==> config.mk <==
export PLATFORM = sky130hd
export DESIGN_NAME = chf_framer
export DESIGN_NICKNAME = d
export VERILOG_FILES = /design/src/rtl/chf_pkg.sv /design/src/rtl/chf_framer.sv
export SDC_FILE = /design/constraint.sdc
export NUM_CORES = 1
export LEC_CHECK = 0
export BUFFER_PORTS_ARGS = -buffer_cell sky130_fd_sc_hd__buf_2
export CORE_MARGIN = 2
export CORE_UTILIZATION = 50
export CTS_CLUSTER_SIZE = 40
export DETAILED_ROUTE_END_ITERATION = 12
export PLACE_DENSITY = 0.81
export SYNTH_ARGS = -nofsm -noshare
export SYNTH_HDL_FRONTEND = slang
export SYNTH_SLANG_ARGS = --single-unit
==> constraint.sdc <==
create_clock -name i_sys_clk -period 6.8 [get_ports i_sys_clk]
set_clock_uncertainty 0.2 [all_clocks]
set_input_delay 0.68 -clock i_sys_clk [delete_from_list [all_inputs] [get_ports i_sys_clk]]
set_output_delay 0.68 -clock i_sys_clk [all_outputs]
set_load 0.05 [all_outputs]
==> src/rtl/chf_pkg.sv <==
package chf_pkg;

   // Header geometry and fixed field values.
   localparam int unsigned HDR_OCTETS      = 20;
   localparam logic [2:0]  HDR_VERSION_0   = 3'h0;
   localparam logic [7:0]  MSG_TYPE_VALUE  = 8'hFF;
   localparam logic [7:0]  FILL_ZERO       = 8'h00;
   localparam logic [7:0]  FILL_ONES       = 8'hFF;
   localparam logic [15:0] SEQ_RESET       = 16'h0000;
   localparam logic [15:0] SEQ_STEP        = 16'h0001;
   localparam logic [4:0]  OCT_IDX_LAST    = 5'h13;

   // Transport selector values.
   localparam logic        XPORT_UDP       = 1'b0;
   localparam logic        XPORT_TCP       = 1'b1;

   // Header format version select; version 1 is the default after reset.
   localparam logic        VSEL_V0         = 1'b0;
   localparam logic        VSEL_V1         = 1'b1;
   localparam logic        VSEL_RESET      = VSEL_V1;

   // Avalon-MM register map, byte addresses.
   localparam logic [3:0]  REG_CTRL_ADDR   = 4'h0;
   localparam logic [3:0]  REG_STAT_ADDR   = 4'h4;
   localparam logic [3:0]  REG_SEQ_ADDR    = 4'h8;
   localparam logic [3:0]  REG_COUNT_ADDR  = 4'hC;
   localparam int unsigned CTRL_VSEL_BIT   = 0;
   localparam int unsigned CTRL_XPORT_BIT  = 1;
   localparam int unsigned CTRL_SEQCLR_BIT = 2;
   localparam logic [31:0] UNMAPPED_DATA   = 32'hDEAD_BEEF;

   // Per-packet descriptor given by the controller with each payload.
   typedef struct packed {
      logic [15:0] payload_len;
      logic [31:0] gateway_id;
      logic [31:0] billing_id;
      logic        from_user;
      logic        at_serving;
   } chf_desc_s;

   typedef enum logic [1:0] {
      ST_IDLE,
      ST_HDR,
      ST_PAY
   } chf_state_e;

endpackage

==> src/rtl/chf_framer.sv <==
// Implementation choices: the Avalon-MM slave port and the placing of the registers.
`timescale 1ns/1ps
`default_nettype none
module chf_framer (
   input  wire logic              i_sys_clk,
   input  wire logic              i_rst,
   input  wire logic [3:0]        i_avs_address,
   input  wire logic              i_avs_read,
   input  wire logic              i_avs_write,
   input  wire logic [31:0]       i_avs_writedata,
   input  wire logic [3:0]        i_avs_byteenable,
   output logic [31:0]            o_avs_readdata,
   output logic                   o_avs_waitrequest,
   input  wire logic              i_pkt_start,
   input  wire chf_pkg::chf_desc_s i_pkt_desc,
   output logic                   o_pkt_ready,
   input  wire logic [7:0]        i_pay_data,
   input  wire logic              i_pay_valid,
   input  wire logic              i_pay_last,
   output logic                   o_pay_ready,
   output logic [7:0]             o_out_data,
   output logic                   o_out_valid,
   output logic                   o_out_sop,
   output logic                   o_out_eop,
   output logic                   o_out_tcp,
   input  wire logic              i_out_ready
);

   chf_pkg::chf_state_e state_reg;
   chf_pkg::chf_desc_s  desc_reg;
   logic [4:0]          oct_reg;
   logic [15:0]         seq_reg;
   logic [15:0]         seq_pkt_reg;
   logic [31:0]         count_reg;
   logic                vsel_reg;
   logic                xport_reg;
   logic                xport_pkt_reg;
   logic                vsel_pkt_reg;
   logic                seq_clr_req;
   logic                ack_reg;
   logic                out_take;
   logic                pay_take;
   logic                pkt_take;
   logic [7:0]          hdr_octet;
   logic                pay_begun_reg;

   // A new byte enters the output stage when it is empty or being drained.
   assign out_take = !o_out_valid || i_out_ready;
   // The registered ready flags are only high inside their state, so taking on them
   // keeps the handshake exact: a held request is never taken twice.
   assign pkt_take = o_pkt_ready && i_pkt_start && out_take;
   assign pay_take = o_pay_ready && i_pay_valid && out_take;

   // Header octet for the current index.
   always_comb begin
      hdr_octet = chf_pkg::FILL_ZERO;
      case (oct_reg)
         5'h00: hdr_octet = {chf_pkg::HDR_VERSION_0, 1'b1, 1'b1,
                             desc_reg.at_serving, desc_reg.from_user, 1'b0};
         5'h01: hdr_octet = chf_pkg::MSG_TYPE_VALUE;
         5'h02: hdr_octet = desc_reg.payload_len[15:8];
         5'h03: hdr_octet = desc_reg.payload_len[7:0];
         5'h04: hdr_octet = seq_pkt_reg[15:8];
         5'h05: hdr_octet = seq_pkt_reg[7:0];
         5'h06: hdr_octet = chf_pkg::FILL_ZERO;
         5'h07: hdr_octet = chf_pkg::FILL_ZERO;
         5'h08: hdr_octet = chf_pkg::FILL_ONES;
         5'h09: hdr_octet = chf_pkg::FILL_ONES;
         5'h0A: hdr_octet = chf_pkg::FILL_ONES;
         5'h0B: hdr_octet = chf_pkg::FILL_ONES;
         5'h0C: hdr_octet = desc_reg.gateway_id[31:24];
         5'h0D: hdr_octet = desc_reg.gateway_id[23:16];
         5'h0E: hdr_octet = desc_reg.gateway_id[15:8];
         5'h0F: hdr_octet = desc_reg.gateway_id[7:0];
         5'h10: hdr_octet = desc_reg.billing_id[31:24];
         5'h11: hdr_octet = desc_reg.billing_id[23:16];
         5'h12: hdr_octet = desc_reg.billing_id[15:8];
         5'h13: hdr_octet = desc_reg.billing_id[7:0];
         default: hdr_octet = chf_pkg::FILL_ZERO;
      endcase
   end

   // Framing sequence.
   always_ff @(posedge i_sys_clk or posedge i_rst) begin
      if (i_rst) begin
         state_reg     <= chf_pkg::ST_IDLE;
         desc_reg      <= '0;
         oct_reg       <= '0;
         seq_pkt_reg   <= chf_pkg::SEQ_RESET;
         xport_pkt_reg <= chf_pkg::XPORT_UDP;
         vsel_pkt_reg  <= chf_pkg::VSEL_RESET;
      end else begin
         case (state_reg)
            chf_pkg::ST_IDLE: begin
               if (pkt_take) begin
                  desc_reg      <= i_pkt_desc;
                  seq_pkt_reg   <= seq_reg;
                  xport_pkt_reg <= xport_reg;
                  vsel_pkt_reg  <= vsel_reg;
                  oct_reg       <= '0;
                  // Version 1 skips the fixed header.
                  state_reg     <= (vsel_reg == chf_pkg::VSEL_V0) ?
                                   chf_pkg::ST_HDR : chf_pkg::ST_PAY;
               end
            end
            chf_pkg::ST_HDR: begin
               if (out_take) begin
                  if (oct_reg == chf_pkg::OCT_IDX_LAST) begin
                     state_reg <= chf_pkg::ST_PAY;
                  end else begin
                     oct_reg <= oct_reg + 5'h01;
                  end
               end
            end
            chf_pkg::ST_PAY: begin
               if (pay_take && i_pay_last) begin
                  state_reg <= chf_pkg::ST_IDLE;
               end
            end
            default: state_reg <= chf_pkg::ST_IDLE;
         endcase
      end
   end

   // Output byte stage; a downstream stall holds the byte, nothing is kept for replay.
   always_ff @(posedge i_sys_clk or posedge i_rst) begin
      if (i_rst) begin
         o_out_data  <= '0;
         o_out_valid <= 1'b0;
         o_out_sop   <= 1'b0;
         o_out_eop   <= 1'b0;
         o_out_tcp   <= chf_pkg::XPORT_UDP;
      end else if (out_take) begin
         o_out_valid <= 1'b0;
         o_out_sop   <= 1'b0;
         o_out_eop   <= 1'b0;
         if (state_reg == chf_pkg::ST_HDR) begin
            o_out_data  <= hdr_octet;
            o_out_valid <= 1'b1;
            o_out_sop   <= (oct_reg == 5'h00);
            o_out_tcp   <= xport_pkt_reg;
         end else if (pay_take) begin
            o_out_data  <= i_pay_data;
            o_out_valid <= 1'b1;
            o_out_sop   <= (vsel_pkt_reg == chf_pkg::VSEL_V1) && !pay_begun_reg;
            o_out_eop   <= i_pay_last;
            o_out_tcp   <= xport_pkt_reg;
         end
      end
   end

   // Marks that a version 1 payload has already begun, so only its first byte is sop.
   always_ff @(posedge i_sys_clk or posedge i_rst) begin
      if (i_rst) begin
         pay_begun_reg <= 1'b0;
      end else if (pkt_take) begin
         pay_begun_reg <= 1'b0;
      end else if (pay_take) begin
         pay_begun_reg <= 1'b1;
      end
   end

   // Handshake readiness registered so the ports come from flops.
   always_ff @(posedge i_sys_clk or posedge i_rst) begin
      if (i_rst) begin
         o_pkt_ready <= 1'b0;
         o_pay_ready <= 1'b0;
      end else begin
         o_pkt_ready <= (state_reg == chf_pkg::ST_IDLE) && !pkt_take;
         o_pay_ready <= (state_reg == chf_pkg::ST_PAY) && !(pay_take && i_pay_last);
      end
   end

   // Sequence counter; the clear request from software loses to a packet start in the same cycle.
   always_ff @(posedge i_sys_clk or posedge i_rst) begin
      if (i_rst) begin
         seq_reg   <= chf_pkg::SEQ_RESET;
         count_reg <= '0;
      end else begin
         if (pkt_take) begin
            seq_reg   <= seq_reg + chf_pkg::SEQ_STEP;
            count_reg <= count_reg + 32'h0000_0001;
         end else if (seq_clr_req) begin
            seq_reg <= chf_pkg::SEQ_RESET;
         end
      end
   end

   // Register bus: one-cycle wait, then the answer.
   assign seq_clr_req = i_avs_write && !ack_reg && (i_avs_address == chf_pkg::REG_CTRL_ADDR)
                        && i_avs_byteenable[0] && i_avs_writedata[chf_pkg::CTRL_SEQCLR_BIT];

   always_ff @(posedge i_sys_clk or posedge i_rst) begin
      if (i_rst) begin
         ack_reg           <= 1'b0;
         o_avs_waitrequest <= 1'b1;
         o_avs_readdata    <= '0;
         vsel_reg          <= chf_pkg::VSEL_RESET;
         xport_reg         <= chf_pkg::XPORT_UDP;
      end else begin
         ack_reg           <= (i_avs_read || i_avs_write) && !ack_reg;
         o_avs_waitrequest <= !((i_avs_read || i_avs_write) && !ack_reg);
         if (i_avs_write && !ack_reg && i_avs_address == chf_pkg::REG_CTRL_ADDR
             && i_avs_byteenable[0]) begin
            vsel_reg  <= i_avs_writedata[chf_pkg::CTRL_VSEL_BIT];
            // Transport choice; no retransmit logic exists.
            xport_reg <= i_avs_writedata[chf_pkg::CTRL_XPORT_BIT];
         end
         if (i_avs_read && !ack_reg) begin
            case (i_avs_address)
               chf_pkg::REG_CTRL_ADDR:  o_avs_readdata <= {30'h0, xport_reg, vsel_reg};
               chf_pkg::REG_STAT_ADDR:  o_avs_readdata <= {28'h0, vsel_pkt_reg,
                                                           o_out_valid, state_reg};
               chf_pkg::REG_SEQ_ADDR:   o_avs_readdata <= {16'h0, seq_reg};
               chf_pkg::REG_COUNT_ADDR: o_avs_readdata <= count_reg;
               default:                 o_avs_readdata <= chf_pkg::UNMAPPED_DATA;
            endcase
         end
      end
   end

endmodule // chf_framer
`default_nettype wire

# After elaboration in Yosys (flattened, before gate mapping)
# Cells that the tools add are included.
dict set report classes {
  n_reduce_logical 34
  n_mux 26
  shift 0
  bitwise 0
  n_mul 0
  n_div 0
  n_eq_ne 27
  order_cmp 0
  n_addsub 3
}
# op n
set ops {}
lappend ops {{32-bit one-hot mux with 4 select lines} 1}
lappend ops {{8-bit one-hot mux with 14 select lines} 1}
lappend ops {{5-bit by 4-bit equality test with 1-bit output, second input constant} 8}
lappend ops {{32-bit by 1-bit adder with 32-bit output, second input constant} 1}
lappend ops {{16-bit two-way mux} 2}
lappend ops {{5-bit equality test, second input constant} 4}
lappend ops {{16-bit by 1-bit adder with 16-bit output, second input constant} 1}
lappend ops {{8-bit two-way mux} 2}
lappend ops {{5-bit two-way mux} 3}
lappend ops {{1-bit logical AND} 14}
lappend ops {{5-bit by 2-bit equality test with 1-bit output, second input constant} 2}
lappend ops {{5-bit by 3-bit equality test with 1-bit output, second input constant} 2}
lappend ops {{1-bit two-way mux} 10}
lappend ops {{2-bit two-way mux} 5}
lappend ops {{2-bit inequality test, second input constant} 5}
lappend ops {{5-bit one-hot mux with 2 select lines} 1}
lappend ops {{4-bit equality test, second input constant} 2}
lappend ops {{4-bit AND reduction} 2}
lappend ops {{2-bit nonzero test} 4}
lappend ops {{1-bit zero test} 6}
lappend ops {{2-bit one-hot mux with 3 select lines} 1}
lappend ops {{5-bit by 1-bit adder with 5-bit output, second input constant} 1}
lappend ops {{5-bit by 1-bit equality test with 1-bit output, second input constant} 1}
lappend ops {{5-bit zero test} 1}
lappend ops {{8 further kinds} 10}
dict set report totals {
  ramBits 0
  romBits 0
  ff_bits 206
  mem_count 0
  latchBits 0
}

# Longest topological paths before layout
dict set report depth {
  word_depth 7
  ltp_mapped 10
  depth_no_buf 7
}

# Worst setup path before layout
# OpenSTA, ideal clock, no wires.
dict set report synth_path {
  kind {register to register}
  from {reg oct_reg[0]}
  to {reg o_out_data[2]}
  arrival_time_ns 2.237
  synth_period_minus_slack_ns 2.586
  path_slack_ns 4.214
  required_ns 6.451
  path_stages_with_launch 10
  setup_ns 0.149
  path_cell_list {dfrtp_1 > ha_1 > clkbuf_1 > and3_1 > ha_1 > buf_1 > a32o_1 > a2111o_1 > a211oi_1 > o221ai_1}
}
dict set report synth_between {
  elab_chain_len 4
}
# item line_no
set synth_lines {}
lappend synth_lines {{start: declaration} chf_framer.sv:31} ;# logic [4:0] oct_reg;
lappend synth_lines {{start signal: assignment} chf_framer.sv:111} ;# oct_reg <= oct_reg + 5'h01;
lappend synth_lines {{5-bit by 4-bit equality test with 1-bit output / 5-bit by 1-bit equality test with 1-bit output (equally long branches)} chf_framer.sv:57} ;# case (oct_reg)
lappend synth_lines {{5-bit OR reduction (no line)} --}
lappend synth_lines {{8-bit one-hot mux with 14 select lines *} chf_framer.sv:57}
lappend synth_lines {{8-bit two-way mux *} chf_framer.sv:137} ;# if (state_reg == chf_pkg::ST_HDR) begin
lappend synth_lines {{end signal: assignment} chf_framer.sv:138} ;# o_out_data <= hdr_octet;
lappend synth_lines {{end signal: assignment} chf_framer.sv:143} ;# o_out_data <= i_pay_data;
lappend synth_lines {{end: declaration} chf_framer.sv:21} ;# output logic [7:0] o_out_data,
# Mark *: on every way between the ends. The rest lies on a longest branch, timed or not.
# A chain may end at the register's enable or synchronous reset.

# Worst setup path after layout
dict set report layout_path {
  from {reg o_out_valid}
  to {reg desc_reg[34] (netlist name)}
}
dict set report layout_between {
  elab_chain_len 4
}
# item line_no
set layout_lines {}
lappend layout_lines {{start: declaration} chf_framer.sv:22} ;# output logic o_out_valid,
lappend layout_lines {{start signal: assignment} chf_framer.sv:129} ;# o_out_valid <= 1'b0;
lappend layout_lines {{start signal: assignment} chf_framer.sv:134} ;# o_out_valid <= 1'b0;
lappend layout_lines {{start signal: assignment} chf_framer.sv:139} ;# o_out_valid <= 1'b1;
lappend layout_lines {{1-bit zero test} chf_framer.sv:48} ;# assign out_take = !o_out_valid || i_out_ready;
lappend layout_lines {{1-bit logical OR} chf_framer.sv:48}
lappend layout_lines {{1-bit logical AND} chf_framer.sv:51} ;# assign pkt_take = o_pkt_ready && i_pkt_start && out_take;
lappend layout_lines {{2-bit AND reduction (no line)} --}
lappend layout_lines {{end signal: assignment} chf_framer.sv:96} ;# desc_reg <= i_pkt_desc;
lappend layout_lines {{end: declaration} chf_framer.sv:30} ;# chf_pkg::chf_desc_s desc_reg;
# Every way passes these cells.

==> flow_summary_export.csv <==
group,metric,value,unit
routing,via_per_inst,5.97,
global_routing,grt-ovfl-total,0,
routing,drt-pass1-iter-count,6,
floorplanning,dieArea,20300,µm²
logic_synthesis,syn_area_per_cell,11.4,µm²
logic_synthesis,synth_area_leaders,"dfrtp_1 (53%), mux2_2 (14%), nand2_1 (3.7%)",
logic_synthesis,synth_edf_count,0,
routing,vias,7322,
timing,setup_tns,0,ps
clock_tree,post-cts-setup-buffers,0,
setup_path,start_kind,"flip-flop",
global_routing,track_usage,0.232,
placed_design,placed_cell_area,10500,µm²
timing,finalCriticalPeriod,3350,ps
logic_synthesis,yosysSeqAreaShare,0.538,
logic_synthesis,synthFlopType,"dfrtp_1",
timing,worstMarginPinSlew,1180,ps
routing,drt_first_iter_violations,653,
timing,slew_violations,0,
pwr,vdd_drop_max,0.000257,V
setup_path,rr_worst_depth,6,
timing,hold_viol_final,0,
clock_tree,post_cts_resized,0,
finish,syn2layout_area_growth,17.1,%
logic_synthesis,syn-cell-area,9600,µm²
routing,routed_wl,23.6,mm
pwr,leakage,5.21,nW
pwr,seq_power_share,0.410,
floorplanning,initial_core_util,0.511,
logic_synthesis,synth-seq-cells,206,
floorplanning,dieHeight,143,µm
logic_synthesis,synthCells,845,
timing,rsz0062_at_grt,"no",
global_routing,antenna_found_initial,0,
setup_path,cp_max_fo,59,
setup_path,critical_path_class,"reg2reg",
pwr,p_sw_frac,0.363,
logic_synthesis,ys_types,65,
min_path,hold_path.class,"in2async",
finish,final_area,11200,µm²
floorplanning,coreArea,18800,µm²
finish,postLayoutCoreUtil,0.599,
routing,final_antenna_net_count,0,
setup_path,endpoint_kind,"flip-flop",
placed_design,dp_hpwl,16.4,mm
floorplanning,rows,50,
clock_tree,cts_made_buffers,23,
placed_design,place_congestion,0.872,
floorplanning,die_x,143,µm
timing,max_freq,0.298,GHz
clock_tree,clockRootBuffer,"clkbuf_16",
job,drv_cap,0,
finish,drive_above_1_share,0.336,
pwr,switchingPower,1.68,mW
outcome,outcome,"finished, final reports clean",
finish,largest_register_ffs,82,
logic_synthesis,synthArstFlopShare,1.00,
setup_path,timing.rr.end,"desc_reg[34]",
logic_synthesis,synth_fp_nets,990,
setup_path,reg2reg_slack,3450,ps
clock_tree,clk_latency,510,ps
timing,hold-worst-slack,166,ps
finish,antenna_cells,0,
clock_tree,clk_pin_slew_worst_paths,70,ps
setup_path,cp.required,6990,ps
pwr,comb_power_share,0.324,
pwr,power_density,413,nW/µm²
routing,drc,0,
timing,setup_viol,0,
clock_tree,htree_levels,1,
finish,finalNetCount,1120,
timing,max-slew-margin-rel,0.210,
logic_synthesis,yosysTopAreaCellShare,0.529,
floorplanning,boundaryPins,185,
global_routing,grt_pass1_vias,7074,
pwr,clkPwrFrac,0.265,
placed_design,numPortBuffers,152,
clock_tree,holdBufCountCts,0,
clock_tree,cts.path.max_buffers,3,
logic_synthesis,synth_area_leader_cell,"dfrtp_1",
clock_tree,cts_tree,"yes",
timing,finalCritPeriodShare,0.493,
global_routing,grt_pass1_wl,37.4,mm
setup_path,cp.arrival,3550,ps
logic_synthesis,yosys_warnings,0,
setup_path,r2r-start,"o_out_valid",
routing,wl_per_cell,19.3,µm
global_routing,grt_max_degree,135,
clock_tree,numClockSinks,206,
pwr,p_int,2.96,mW
layer usage:
layer / vias to the layer above / part of all wire / global-route usage
met4: 0 / 0.029 / 0.0776
met1: 3618 / 0.44 / 0.340
li1: 3339 / - / -
met3: 61 / 0.071 / 0.0404
met2: 304 / 0.46 / 0.350
met5: - / 0 / 0
power by group through the flow:
| stage | clock network, mW | registers [mW] | logic [mW] |
|---|---|---|---|
| finish | 1.23 | 1.90 | 1.51 |
| global route | 1.30 | 1.95 | 1.62 |
| CTS | 1.24 | 1.90 | 1.49 |
| detailed placement | 0 | 1.91 | 1.48 |
| global placement | 0 | 1.89 | 1.44 |
| floorplan | 0 | 2.02 | 0.961 |
how the worst max path moves through the flow:
stage | startpoint | end | slack (ps) | depth (start not counted)
final | o_out_valid | desc_reg[34] | 3450 | 6
after global routing | o_out_valid | desc_reg[77] | 3250 | 6
after CTS | o_out_valid | desc_reg[34] | 3480 | 6
after detailed placement | i_out_ready | desc_reg[33] | 3070 | 7
after global placement | i_out_ready | desc_reg[25] | 3110 | 7
after floorplan | i_rst | ack_reg | 300 | 1
stage by stage:
step	cells	setup slack (ps)	power, mW
4_1_cts	1226	3480	4.63
2_1_floorplan	845	301	2.98
3_3_place_gp	1184	3110	3.32
6_report	1226	3450	4.64
5_1_grt	1226	3250	4.87
3_5_place_dp	1184	3070	3.39
critical path, stage by stage, from the launching register on:
cell	delay (ps)
dfrtp_1	410
nand2b_1	220
nand3_1	490
nor3_2	250
buf_4	510
buf_4	690
mux2_2	420
final cells by class:
class | count | area (µm²)
clock buffers | 32 | 669
clock inverters | 10 | 91.3
fillers | 1491 | 7530
inverters | 12 | 52.6
multi-input cells | 575 | 4180
flip-flops and latches | 206 | 5160
well taps | 234 | 293
repair buffers | 157 | 798
layout by cell type, fill, tap and decap left out, types with 5 or more instances in the layout:
master	instances
nor3_1	11
nor4_1	6
buf_2	152
nand3_1	24
mux2_2	116
xor2_1	14
buf_4	5
nand2_1	95
and4_1	7
clkbuf_8	6
nand4_1	10
dfrtp_1	203
o221ai_1	6
a32o_1	7
clkbuf_16	23
o21ai_0	59
nor2_1	33
and3_1	10
mux2i_1	5
a21oi_1	39
a22oi_1	21
ha_1	7
a22o_1	13
xnor2_1	20
inv_1	11
cell usage after synthesis (5+ instances only):
library cell,count
a21oi_1,39
a22o_1,13
a22oi_1,21
a32o_1,7
and3_1,10
and4_1,7
buf_2,17
clkbuf_1,30
dfrtp_1,203
ha_1,7
inv_1,12
mux2_2,116
mux2i_1,5
nand2_1,95
nand3_1,24
nand4_1,10
nor2_1,33
nor3_1,12
nor4_1,6
o21ai_0,59
o221ai_1,6
xnor2_1,20
xor2_1,14
kinds of logic after synthesis:
logic type                 after synthesis  synth area share
adders and majority gates                7           0.00913
and+or+nand+nor                        238             0.131
xor gates and xnor gates                34            0.0310
AOI/OAI and AO/OA                      173             0.117
DFF                                    206             0.538
buffers and inverters                   64            0.0280
muxes                                  123             0.146
(Power assumes the default switching activity.)
